**config.mk**
```make
export PLATFORM = sky130hd
export DESIGN_NAME = psc_status_ctrl
export DESIGN_NICKNAME = d
export VERILOG_FILES = /design/src/psc_pkg.sv /design/src/psc_sync.sv /design/src/psc_thermal.sv /design/src/psc_status_ctrl.sv
export VERILOG_INCLUDE_DIRS = /design/src /design/src/src
export SDC_FILE = /design/constraint.sdc
export NUM_CORES = 1
export LEC_CHECK = 0
export ABC_AREA = 1
export BUFFER_PORTS_ARGS = -buffer_cell sky130_fd_sc_hd__buf_2
export CAP_MARGIN = 40
export CORE_MARGIN = 2
export CORE_UTILIZATION = 50
export CTS_CLUSTER_DIAMETER = 80
export DETAILED_ROUTE_END_ITERATION = 7
export PLACE_DENSITY = 0.66
export SLEW_MARGIN = 20
export SYNTH_ARGS = -nofsm -noshare
export SYNTH_HDL_FRONTEND = slang
export SYNTH_SLANG_ARGS = --single-unit
export TNS_END_PERCENT = 10
```
**constraint.sdc**
```tcl
create_clock -name clk_sys -period 2.38 [get_ports clk_sys]
set_input_delay 0.119 -clock clk_sys [delete_from_list [all_inputs] [get_ports clk_sys]]
set_output_delay 0.119 -clock clk_sys [all_outputs]
set_load 0.01 [all_outputs]
```
**src/psc_cfg.svh**
```systemverilog
`ifndef PSC_CFG_SVH
`define PSC_CFG_SVH

// ----------------------------------------
// Clock and timing
// ----------------------------------------
`define PSC_CLK_HZ 125000000
`define PSC_WARN_TIME_S 10
`define PSC_WARN_CYCLES (`PSC_WARN_TIME_S * `PSC_CLK_HZ)

// ----------------------------------------
// Serial target addressing and commands
// ----------------------------------------
`define PSC_MCU_NIBBLE 4'hb
`define PSC_EEP_NIBBLE 4'ha
`define PSC_CMD_OPERATION 8'h01
`define PSC_OP_ON_BIT 7

// ----------------------------------------
// Reset values
// ----------------------------------------
`define PSC_SYNC_RST 1'b0
`define PSC_RELEASED 1'b1
`define PSC_PULLED 1'b0

`endif

```
**src/psc_pkg.sv**
```systemverilog
package psc_pkg;

    // Serial target sequencer, one-hot
    typedef enum logic [6:0] {
        PSC_I2C_IDLE  = 7'h01,
        PSC_I2C_ADDR  = 7'h02,
        PSC_I2C_ACK_A = 7'h04,
        PSC_I2C_WRITE = 7'h08,
        PSC_I2C_ACK_W = 7'h10,
        PSC_I2C_READ  = 7'h20,
        PSC_I2C_ACK_R = 7'h40
    } psc_i2c_state_t;

    // Thermal supervisor, one-hot
    typedef enum logic [2:0] {
        PSC_TH_NORMAL = 3'h1,
        PSC_TH_WARN   = 3'h2,
        PSC_TH_SHUT   = 3'h4
    } psc_therm_state_t;

endpackage

```
**src/psc_sync.sv**
```systemverilog
`timescale 1ns/1ps
`default_nettype none
`include "psc_cfg.svh"

module psc_sync #(
    parameter int unsigned W = 1
) (
    // Clock and reset
    input wire logic clk_sys,
    input wire logic nrst,
    // Pins in, synchronised levels out
    input wire logic [W-1:0] pin_in,
    output logic [W-1:0] level_out
);

    logic [W-1:0] meta_reg;
    logic [W-1:0] sync_reg;

    generate
        if (W < 1) begin : g_bad
            $error("psc_sync needs W of at least one");
        end
    endgenerate

    // Two stages; only the second stage is read outside
    always_ff @(posedge clk_sys or negedge nrst) begin
        if (!nrst) begin
            meta_reg <= {W{`PSC_SYNC_RST}};
            sync_reg <= {W{`PSC_SYNC_RST}};
        end else begin
            meta_reg <= pin_in;
            sync_reg <= meta_reg;
        end
    end

    assign level_out = sync_reg;

endmodule
`default_nettype wire

```
**src/psc_thermal.sv**
```systemverilog
`timescale 1ns/1ps
`default_nettype none
`include "psc_cfg.svh"

module psc_thermal #(
    parameter int unsigned WARN_CYCLES = `PSC_WARN_CYCLES
) (
    // Clock and reset
    input wire logic clk_sys,
    input wire logic nrst,
    // Synchronised over-temperature sense
    input wire logic over_temp,
    // Warning line request and shutdown
    output logic warn_reg,
    output logic shut_reg
);

    localparam int unsigned CW = (WARN_CYCLES > 1) ? $clog2(WARN_CYCLES) : 1;

    psc_pkg::psc_therm_state_t st_reg;
    psc_pkg::psc_therm_state_t st_next;
    logic [CW-1:0] cnt_reg;
    logic [CW-1:0] cnt_next;
    logic expired;

    generate
        if (WARN_CYCLES < 1) begin : g_bad
            $error("psc_thermal needs WARN_CYCLES of at least one");
        end
    endgenerate

    assign expired = (cnt_reg == CW'(WARN_CYCLES - 1));

    always_comb begin
        st_next = st_reg;
        cnt_next = '0;
        case (st_reg)
            psc_pkg::PSC_TH_NORMAL: begin
                if (over_temp) begin
                    st_next = psc_pkg::PSC_TH_WARN;
                end
            end
            psc_pkg::PSC_TH_WARN: begin
                if (!over_temp) begin
                    st_next = psc_pkg::PSC_TH_NORMAL;
                end else if (expired) begin
                    st_next = psc_pkg::PSC_TH_SHUT;
                end else begin
                    cnt_next = cnt_reg + CW'(1);
                end
            end
            psc_pkg::PSC_TH_SHUT: begin
                if (!over_temp) begin
                    st_next = psc_pkg::PSC_TH_NORMAL;
                end
            end
            default: begin
                st_next = psc_pkg::PSC_TH_NORMAL;
            end
        endcase
    end

    // Outputs follow the next state so they stay flop-driven
    always_ff @(posedge clk_sys or negedge nrst) begin
        if (!nrst) begin
            st_reg <= psc_pkg::PSC_TH_NORMAL;
            cnt_reg <= '0;
            warn_reg <= 1'b0;
            shut_reg <= 1'b0;
        end else begin
            st_reg <= st_next;
            cnt_reg <= cnt_next;
            warn_reg <= (st_next != psc_pkg::PSC_TH_NORMAL);
            shut_reg <= (st_next == psc_pkg::PSC_TH_SHUT);
        end
    end
endmodule
`default_nettype wire

```
**src/psc_status_ctrl.sv**
```systemverilog
`timescale 1ns/1ps
`default_nettype none
`include "psc_cfg.svh"

module psc_status_ctrl #(
    parameter int unsigned WARN_CYCLES = `PSC_WARN_CYCLES
) (
    // Clock and reset
    input wire logic clk_sys,
    input wire logic nrst,
    // Control pins
    input wire logic remote_on_pin,
    input wire logic enable_pin,
    input wire logic write_lock_pin,
    input wire logic addr_select_bit2,
    input wire logic addr_select_bit1,
    input wire logic addr_select_bit0,
    // Power-train sense
    input wire logic input_in_range,
    input wire logic output_present,
    input wire logic over_temp_det,
    input wire logic over_voltage_trip,
    input wire logic over_current_trip,
    // Serial bus
    input wire logic scl_in,
    input wire logic sda_in,
    output logic sda_out,
    output logic sda_oe_n,
    // EEPROM side
    input wire logic [7:0] eep_rd_data,
    output logic eep_wr_stb,
    output logic eep_wr_first,
    output logic [7:0] eep_wr_data,
    // Power stage and status lines
    output logic main_out_en,
    output logic input_good_oe_n,
    output logic output_good_oe_n,
    output logic temp_warn_oe_n,
    output logic fault_oe_n,
    output logic unit_inserted_flag_oe_n,
    output logic alert_oe_n
);

    // ----------------------------------------
    // Pin synchronisation
    // ----------------------------------------
    logic remote_on_s;
    logic enable_s;
    logic wl_s;
    logic [2:0] sel_s;
    logic in_range_s;
    logic out_present_s;
    logic ot_s;
    logic ovp_s;
    logic ocp_s;
    logic scl_s;
    logic sda_s;

    psc_sync #(.W(13)) u_sync (
        .clk_sys(clk_sys),
        .nrst(nrst),
        .pin_in({remote_on_pin, enable_pin, write_lock_pin, addr_select_bit2, addr_select_bit1,
            addr_select_bit0, input_in_range, output_present, over_temp_det, over_voltage_trip,
            over_current_trip, scl_in, sda_in}),
        .level_out({remote_on_s, enable_s, wl_s, sel_s, in_range_s, out_present_s, ot_s, ovp_s,
            ocp_s, scl_s, sda_s})
    );

    // ----------------------------------------
    // Thermal supervisor
    // ----------------------------------------
    logic therm_warn;
    logic therm_shut;

    psc_thermal #(.WARN_CYCLES(WARN_CYCLES)) u_thermal (
        .clk_sys(clk_sys),
        .nrst(nrst),
        .over_temp(ot_s),
        .warn_reg(therm_warn),
        .shut_reg(therm_shut)
    );

    // ----------------------------------------
    // Serial bus decode
    // ----------------------------------------
    logic scl_rise;
    logic scl_fall;
    logic bus_start;
    logic bus_stop;
    logic byte_done;
    logic hit_mcu;
    logic hit_eep;
    logic wr_accept;
    logic [7:0] status_byte;
    logic [7:0] rd_byte;
    logic alert_clr;
    logic fault_now;
    logic scl_d_reg;
    logic sda_d_reg;
    psc_pkg::psc_i2c_state_t st_reg;
    logic [3:0] bit_reg;
    logic [7:0] sh_reg;
    logic [7:0] tx_reg;
    logic [7:0] cmd_reg;
    logic is_mcu_reg;
    logic first_reg;
    logic fw_off_reg;

    // clock edges come from host clock; start and stop come from data edges while clock is high
    assign scl_rise = scl_s & ~scl_d_reg;
    assign scl_fall = ~scl_s & scl_d_reg;
    assign bus_start = scl_s & scl_d_reg & sda_d_reg & ~sda_s;
    assign bus_stop = scl_s & scl_d_reg & ~sda_d_reg & sda_s;
    assign byte_done = scl_fall & (bit_reg == 4'h8);

    // strapped addresses, open select pins read high
    assign hit_mcu = (sh_reg[7:1] == {`PSC_MCU_NIBBLE, sel_s});
    assign hit_eep = (sh_reg[7:1] == {`PSC_EEP_NIBBLE, sel_s});
    // EEPROM bytes accepted only while lock is driven low
    assign wr_accept = is_mcu_reg | ~wl_s;
    assign status_byte = {3'h0, fw_off_reg, therm_warn, ~in_range_s, ~out_present_s, fault_now};
    // data only leaves on a host read
    assign rd_byte = is_mcu_reg ? status_byte : eep_rd_data;
    assign alert_clr = (st_reg == psc_pkg::PSC_I2C_ADDR) & byte_done & hit_mcu & sh_reg[0];

    always_ff @(posedge clk_sys or negedge nrst) begin
        if (!nrst) begin
            scl_d_reg <= 1'b0;
            sda_d_reg <= 1'b0;
        end else begin
            scl_d_reg <= scl_s;
            sda_d_reg <= sda_s;
        end
    end

    // Byte sequencer; start and stop override any state
    always_ff @(posedge clk_sys or negedge nrst) begin
        if (!nrst) begin
            st_reg <= psc_pkg::PSC_I2C_IDLE;
            bit_reg <= 4'h0;
            sh_reg <= 8'h00;
            tx_reg <= 8'h00;
            cmd_reg <= 8'h00;
            is_mcu_reg <= 1'b0;
            first_reg <= 1'b0;
            fw_off_reg <= 1'b0;
            sda_oe_n <= `PSC_RELEASED;
            eep_wr_stb <= 1'b0;
            eep_wr_first <= 1'b0;
            eep_wr_data <= 8'h00;
        end else begin
            eep_wr_stb <= 1'b0;
            if (bus_start) begin
                st_reg <= psc_pkg::PSC_I2C_ADDR;
                bit_reg <= 4'h0;
                sda_oe_n <= `PSC_RELEASED;
            end else if (bus_stop) begin
                st_reg <= psc_pkg::PSC_I2C_IDLE;
                sda_oe_n <= `PSC_RELEASED;
            end else begin
                case (st_reg)
                    psc_pkg::PSC_I2C_ADDR, psc_pkg::PSC_I2C_WRITE: begin
                        if (scl_rise && bit_reg != 4'h8) begin
                            sh_reg <= {sh_reg[6:0], sda_s};
                            bit_reg <= bit_reg + 4'h1;
                        end else if (byte_done && st_reg == psc_pkg::PSC_I2C_ADDR) begin
                            bit_reg <= 4'h0;
                            if (hit_mcu || hit_eep) begin
                                st_reg <= psc_pkg::PSC_I2C_ACK_A;
                                sda_oe_n <= `PSC_PULLED;
                                is_mcu_reg <= hit_mcu;
                                first_reg <= 1'b1;
                            end else begin
                                st_reg <= psc_pkg::PSC_I2C_IDLE;
                            end
                        end else if (byte_done) begin
                            bit_reg <= 4'h0;
                            first_reg <= 1'b0;
                            // locked EEPROM byte is not acknowledged
                            if (wr_accept) begin
                                st_reg <= psc_pkg::PSC_I2C_ACK_W;
                                sda_oe_n <= `PSC_PULLED;
                                eep_wr_stb <= ~is_mcu_reg;
                                eep_wr_first <= first_reg;
                                eep_wr_data <= sh_reg;
                            end else begin
                                st_reg <= psc_pkg::PSC_I2C_IDLE;
                            end
                            if (is_mcu_reg && first_reg) begin
                                cmd_reg <= sh_reg;
                            end else if (is_mcu_reg && cmd_reg == `PSC_CMD_OPERATION) begin
                                fw_off_reg <= ~sh_reg[`PSC_OP_ON_BIT];
                            end
                        end
                    end
                    psc_pkg::PSC_I2C_ACK_A: begin
                        if (scl_fall && sh_reg[0]) begin
                            st_reg <= psc_pkg::PSC_I2C_READ;
                            tx_reg <= rd_byte;
                            sda_oe_n <= rd_byte[7];
                            bit_reg <= 4'h1;
                        end else if (scl_fall) begin
                            st_reg <= psc_pkg::PSC_I2C_WRITE;
                            sda_oe_n <= `PSC_RELEASED;
                        end
                    end
                    psc_pkg::PSC_I2C_ACK_W: begin
                        if (scl_fall) begin
                            st_reg <= psc_pkg::PSC_I2C_WRITE;
                            sda_oe_n <= `PSC_RELEASED;
                        end
                    end
                    psc_pkg::PSC_I2C_READ: begin
                        // read bits change only while clock is low
                        if (byte_done) begin
                            st_reg <= psc_pkg::PSC_I2C_ACK_R;
                            sda_oe_n <= `PSC_RELEASED;
                            bit_reg <= 4'h0;
                        end else if (scl_fall) begin
                            sda_oe_n <= tx_reg[6];
                            tx_reg <= {tx_reg[6:0], 1'b0};
                            bit_reg <= bit_reg + 4'h1;
                        end
                    end
                    psc_pkg::PSC_I2C_ACK_R: begin
                        if (scl_rise && sda_s) begin
                            st_reg <= psc_pkg::PSC_I2C_IDLE;
                        end else if (scl_fall) begin
                            st_reg <= psc_pkg::PSC_I2C_READ;
                            tx_reg <= rd_byte;
                            sda_oe_n <= rd_byte[7];
                            bit_reg <= 4'h1;
                        end
                    end
                    default: begin
                        st_reg <= psc_pkg::PSC_I2C_IDLE;
                    end
                endcase
            end
        end
    end

    // ----------------------------------------
    // Output control and status lines
    // ----------------------------------------
    logic out_on_next;
    logic [3:0] stat_now;
    logic [3:0] stat_d_reg;
    logic alert_reg;
    logic alert_next;
    logic pres_reg;
    logic sda_o_reg;

    assign out_on_next = remote_on_s & ~enable_s & ~fw_off_reg & ~therm_shut & ~ovp_s & ~ocp_s;
    // thermal, over-voltage or over-current shutdown, or missing input or output
    assign fault_now = therm_shut | ovp_s | ocp_s | ~in_range_s | ~out_present_s;
    assign stat_now = {in_range_s, out_present_s, therm_warn, fault_now};
    // a change in input, output, warning or fault status raises the alert; set beats clear
    assign alert_next = (stat_now != stat_d_reg) | (alert_reg & ~alert_clr);

    // Open-drain lines: low enable means the line is pulled low
    always_ff @(posedge clk_sys or negedge nrst) begin
        if (!nrst) begin
            main_out_en <= 1'b0;
            input_good_oe_n <= `PSC_PULLED;
            output_good_oe_n <= `PSC_PULLED;
            temp_warn_oe_n <= `PSC_RELEASED;
            fault_oe_n <= `PSC_PULLED;
            alert_oe_n <= `PSC_RELEASED;
            alert_reg <= 1'b0;
            stat_d_reg <= 4'h1;
            pres_reg <= `PSC_PULLED;
            sda_o_reg <= 1'b0;
        end else begin
            main_out_en <= out_on_next;
            input_good_oe_n <= in_range_s;
            output_good_oe_n <= out_present_s;
            temp_warn_oe_n <= ~therm_warn;
            fault_oe_n <= ~fault_now;
            stat_d_reg <= stat_now;
            alert_reg <= alert_next;
            alert_oe_n <= ~alert_next;
            pres_reg <= `PSC_PULLED;
            sda_o_reg <= 1'b0;
        end
    end

    assign unit_inserted_flag_oe_n = pres_reg;
    assign sda_out = sda_o_reg;
endmodule
`default_nettype wire

```
# [After elaboration in Yosys (flattened, before gate mapping)]
# Index checks and enable logic that the tools add are counted.
[op_classes] addsub=2 multipliers=0 div=0 magnitude_cmp=0 eq_ne=39 shifts=0 muxes=63 bitwise_logic=46 n_reduce_logical=22
[ops] op="7-bit two-way mux" n=15
[ops] op="31-bit two-way mux" n=3
[ops] op="4-bit two-way mux" n=10
[ops] op="7-bit case mux with 5 select lines" n=1
[ops] op="31-bit by 1-bit adder with 31-bit output (second input constant)" n=1
[ops] op="31-bit == test (second input constant)" n=1
[ops] op="5-bit != test (second input constant)" n=6
[ops] op="4-bit != test (second input constant)" n=6
[ops] op="8-bit AND reduction" n=3
[ops] op="1-bit two-way mux" n=23
[ops] op="1-bit inverter" n=23
[ops] op="7-bit case mux with 3 select lines" n=1
[ops] op="7-bit AND reduction" n=3
[ops] op="1-bit bitwise AND" n=17
[ops] op="4-bit case mux with 4 select lines" n=1
[ops] op="3-bit two-way mux" n=5
[ops] op="7-bit == test" n=2
[ops] op="2-bit != test (second input constant)" n=6
[ops] op="6-bit AND reduction" n=2
[ops] op="3-bit != test (second input constant)" n=3
[ops] op="3-bit case mux with 3 select lines" n=1
[ops] op="8-bit by 1-bit == test with 1-bit output (second input constant)" n=1
[ops] op="8-bit two-way mux" n=1
[ops] op="4-bit AND reduction" n=2
[ops] op="other kinds (24)" n=35
[word_totals] register_bits=123 latch_bits=0 mem_bits_rw=0 rom_bits=0 inputBits=23 output_inout_bits=19 n_memories=0

# [Depth between registers and ports, before layout]
[depth] depth_word=10 mapped_depth=13 ltp_nobuf=13

# [By module]
# From an unflattened synthesis, not the netlist that was laid out.
[hier_totals] hier_cells=809 area_unflattened_um2=6303.5
[by_module_without_submodules] mod="psc_status_ctrl" n_inst=1 cells_each=444 area_each_um2=3375.7
[by_module_without_submodules] mod="psc_thermal" n_inst=1 cells_each=339 area_each_um2=2277.2
[by_module_without_submodules] mod="psc_sync" n_inst=1 cells_each=26 area_each_um2=650.6

# [Worst setup path before layout]
# Ideal clock, no wire load.
[synth_path] path_type="flip-flop to flip-flop" startpoint="register bit_reg[0]" endpoint="register eep_wr_data[6]" setup_time_ns=0.119 t_arrival_ns=1.612 path_slack_ns=0.649 stages_incl_launch_ff=12 path_buffers=2 period_less_slack_ns=1.731 path_cell_list="dfrtp_1 > inv_1 > ha_1 > nand3_1 > nor2_2 > nand3_1 > nand3_2 > or2_1 > buf_6 > buf_12 > nand2_2 > o21ai_2"
[synth_between] elab_chain_len=5
[synth_lines] element="start, declared" line="psc_status_ctrl.sv:101" rtl="logic [3:0] bit_reg;"
[synth_lines] element="start signal, assigned" line="psc_status_ctrl.sv:165" rtl="bit_reg <= bit_reg + 4'h1;"
[synth_lines] element="start signal, assigned" line="psc_status_ctrl.sv:222" rtl="bit_reg <= bit_reg + 4'h1;"
[synth_lines] element="4-bit == test" line="psc_status_ctrl.sv:114" rtl="assign byte_done = scl_fall & (bit_reg == 4'h8);"
[synth_lines] element="1-bit bitwise AND" line="psc_status_ctrl.sv:114"
[synth_lines] element="1-bit logical AND" line="psc_status_ctrl.sv:166" rtl="end else if (byte_done && st_reg == psc_pkg::PSC_I2C_ADDR) begin"
[synth_lines] element="1-bit inverter (no line)"
[synth_lines] element="7-bit AND reduction (no line) (*)"
[synth_lines] element="end signal, assigned" line="psc_status_ctrl.sv:185" rtl="eep_wr_data <= sh_reg;"
[synth_lines] element="end, declared" line="psc_status_ctrl.sv:33" rtl="output logic [7:0] eep_wr_data,"
# Mark *: on every way between the ends. The rest lies on a longest branch, timed or not.
# A chain may end at the register's enable or synchronous reset.

# [Final worst setup path]
[layout_path] startpoint="register bit_reg[0]" endpoint="register eep_wr_data[0]"
# The elaborated chain is that of the path after synthesis.

==> run summary <==
Clock slew seen by the registers of the worst setup and hold paths: 0.05 ns
Total CTS buffers: 17
Most frequent cell after synthesis: nand2_1
Slew HR: 64.67%
Failing checks: design-rule violations
Die Wd: 113.2 um
Hold WS: 0.03541 ns
Synth warn: 0
Remaining DRCs: 3
Max reg flops: 31
Final setup TNS: 0 ns
DP HPWL: 9491 um
Crit path cell chain: inv_1 -> ha_1 -> nand3_1 -> nor2_2 -> nand3_1 -> nand3_2 -> or2_1 -> buf_4 -> nand2_1 -> o21ai_2
Leakage: 3.313 nW
Ports: 42
Routed wire per std cell: 13.71 um
Worst Setup Start Kind: register
Synth top cells by count: nand2_1 (176), dfrtp_1 (115), nor2_1 (99)
CP required: 2.72 ns
Reported net switching power: 1.148 mW
Antenna cells: 0
Clock Tree Buf Depth: 2
Clock power share: 51.7%
Critical path arrival: 2.36 ns
Yosys top cell area share: 48.23%
Vias per inst: 5.162
Clk_skew: 0.007499 ns
WHS Endpoint: tx_reg[0]
# setup viols final: 0
Total chip power: 5.231 mW
Initial antenna violation count: 0
Crit end category: register
Crit path top cell by count: nand3_1
Post-synthesis area per instance: 8.253 um2
Hold Crit Class: input pin to register
Die area: 12820 um2
P_int: 4.083 mW
Worst path slowest cell: dfrtp_1
Maximum VDD drop: 0.6228 mV
Critical path class: register to register
Fmax: 494.2 MHz
Antenna-violating nets left: 0
Sw frac: 21.95%
Mapped cell area: 5967 um2
RSZ-0062 raised after global routing: no
Core area: 11520 um2
R2r endpoint: eep_wr_data[0]
Root Buffer: clkbuf_16
Crit path max fanout: 18
Number of synthesized flops with an enable pin: 0
Overall routing resource usage: 21.96%
Area growth syn-to-layout: 18.73%
Reg2Reg Launch Point: bit_reg[0]
Largest net degree at the start of global routing: 60
I/O Buffers: 39
CTS tree: yes
First-pass GRT wire length: 22170 um
Worst slew pin tran: 0.5300 ns
H-tree levels: 4
Sequential element share of the synthesized area: 50.87%
Vias in the first global route: 4820
Clk Latency, worst-skew pair: 0.41 ns
Power per standard cell area: 738.4 nW/um2
Post-CTS Setup Inserts: 0
Reg2Reg Depth: 10
Post-synth ARST share: 100.0%
Cell Rows: 39
Initial core utilization: 51.81%
Status: finished with violations
Dominant synthesized flop cell: dfrtp_1
Comb pwr share: 6.0%
Cells after synthesis: 723
Synth area leaders: dfrtp_1 (48%), nand2_1 (11%), nor2_1 (6.2%)
Netlist cell types: 45
TritonRoute pass-1 iters: 7
Largest area contributor in the netlist: dfrtp_1
Flop2flop setup slack: 0.36 ns
GRT overflow: 0
Gpl congestion: 0.9501
Hold path startpoint: eep_rd_data[0]
Hold bufs inserted after CTS: 14
Min Tclk post-route: 2.024 ns
Initial DRC Count: 299
#FFs+latches synth: 121
Seq pwr share: 42.3%
Nets: 816
Max Cap Viol: 0
Slew Limit Fails: 0
# clock sinks: 121
Fin. Hold Viols: 0
Critical path's largest stage delay: 0.43 ns
Via count: 4883
Die Span Y: 113.2 um
Hold path depth: 3
Share of layout cells above drive strength 1: 16.94%
Fin crit share: 85.02%
Final wirelength: 12970 um
Post-CTS sizing: 0
[logic make-up after synthesis]
group / count (synthesis) / share of synthesized area (%)
compound gates: 72 / 7.402
xor+xnor: 21 / 3.082
fa+ha+maj: 3 / 0.6291
buf+inv: 95 / 6.647
flops: 121 / 50.87
mux: 4 / 0.6710
other cells: 1 / 0.06285
simple gates: 406 / 30.64
[stage by stage]
step | area [um2] | setup slack, ns | utilization (%) | cells
detailed placement | 6316 | 0.3753 | 54.85 | 900
CTS | 7084 | 0.3696 | 61.52 | 946
floorplan | 5971 | 0.6489 | - | 724
global route | 7084 | 0.1844 | 61.52 | 946
global placement | 6316 | 0.3783 | 54.85 | 900
finish | 7084 | 0.3565 | 61.52 | 946
[power by group through the flow]
stage | Combinational (mW) | Clock, mW | Sequential, mW
after floorplan | 0.169 | 0 | 2.25
after global placement | 0.296 | 0 | 2.25
after detailed placement | 0.306 | 0 | 2.25
after CTS | 0.323 | 2.76 | 2.22
after global routing | 0.359 | 2.84 | 2.23
final | 0.313 | 2.70 | 2.22
[layer usage]
metal	up-vias	wire, um	track usage, %
met1	2298	5994	29.01
met5	-	0	0
met2	115	6180	34.89
met4	0	273	9.675
met3	24	523	4.928
li1	2446	-	-
[cell usage in the layout, fill, tap and decap left out, types with 3 or more instances in the layout]
cell type	n
or2_1	3
xnor2_1	6
o21ai_0	22
xor2_1	15
mux2i_1	4
nand2_1	176
ha_1	3
nor3_1	32
dlygate4sd3_1	14
a31oi_1	4
nor2_2	12
buf_4	5
nand4_1	14
clkinv_2	3
nand3b_1	3
dfrtp_1	115
nand2_2	7
buf_2	38
nor3_2	4
nand3_1	45
o21ai_2	16
nor2_1	99
clkbuf_16	17
inv_1	74
bufinv_16	4
o21ai_1	13
inv_2	9
dfstp_2	6
a21oi_1	10
[how the worst max path moves through the flow]
stage          cells past startpoint        endpoint                 from
2_1_floorplan                     11  eep_wr_data[6]           bit_reg[0]
3_3_place_gp                      10  eep_wr_data[5]           bit_reg[0]
3_5_place_dp                       8       tx_reg[4]  u_sync.level_out[1]
4_1_cts                           10  eep_wr_data[0]           bit_reg[0]
5_1_grt                           10  eep_wr_data[0]           bit_reg[0]
6_report                          10  eep_wr_data[0]           bit_reg[0]
[final cells by class]
cell class / instances / area (um2)
fillers: 996 / 4432
flip-flops and latches: 121 / 3035
multi-input cells: 508 / 2539
clock buffers: 21 / 460.4
repair buffers: 58 / 387.9
inverters: 84 / 315.3
well taps: 143 / 178.9
clock inverters: 11 / 167.7
[worst max-delay path: cells and delay by family, from the launching register on]
family	cells	cell delay (ns)
adders and majority gates	1	0.13
buffers and inverters	2	0.32
DFF	1	0.43
and+or+nand+nor	6	1.01
AOI/OAI and AO/OA	1	0.06
No activity file was read; power rests on OpenSTA's default activity.
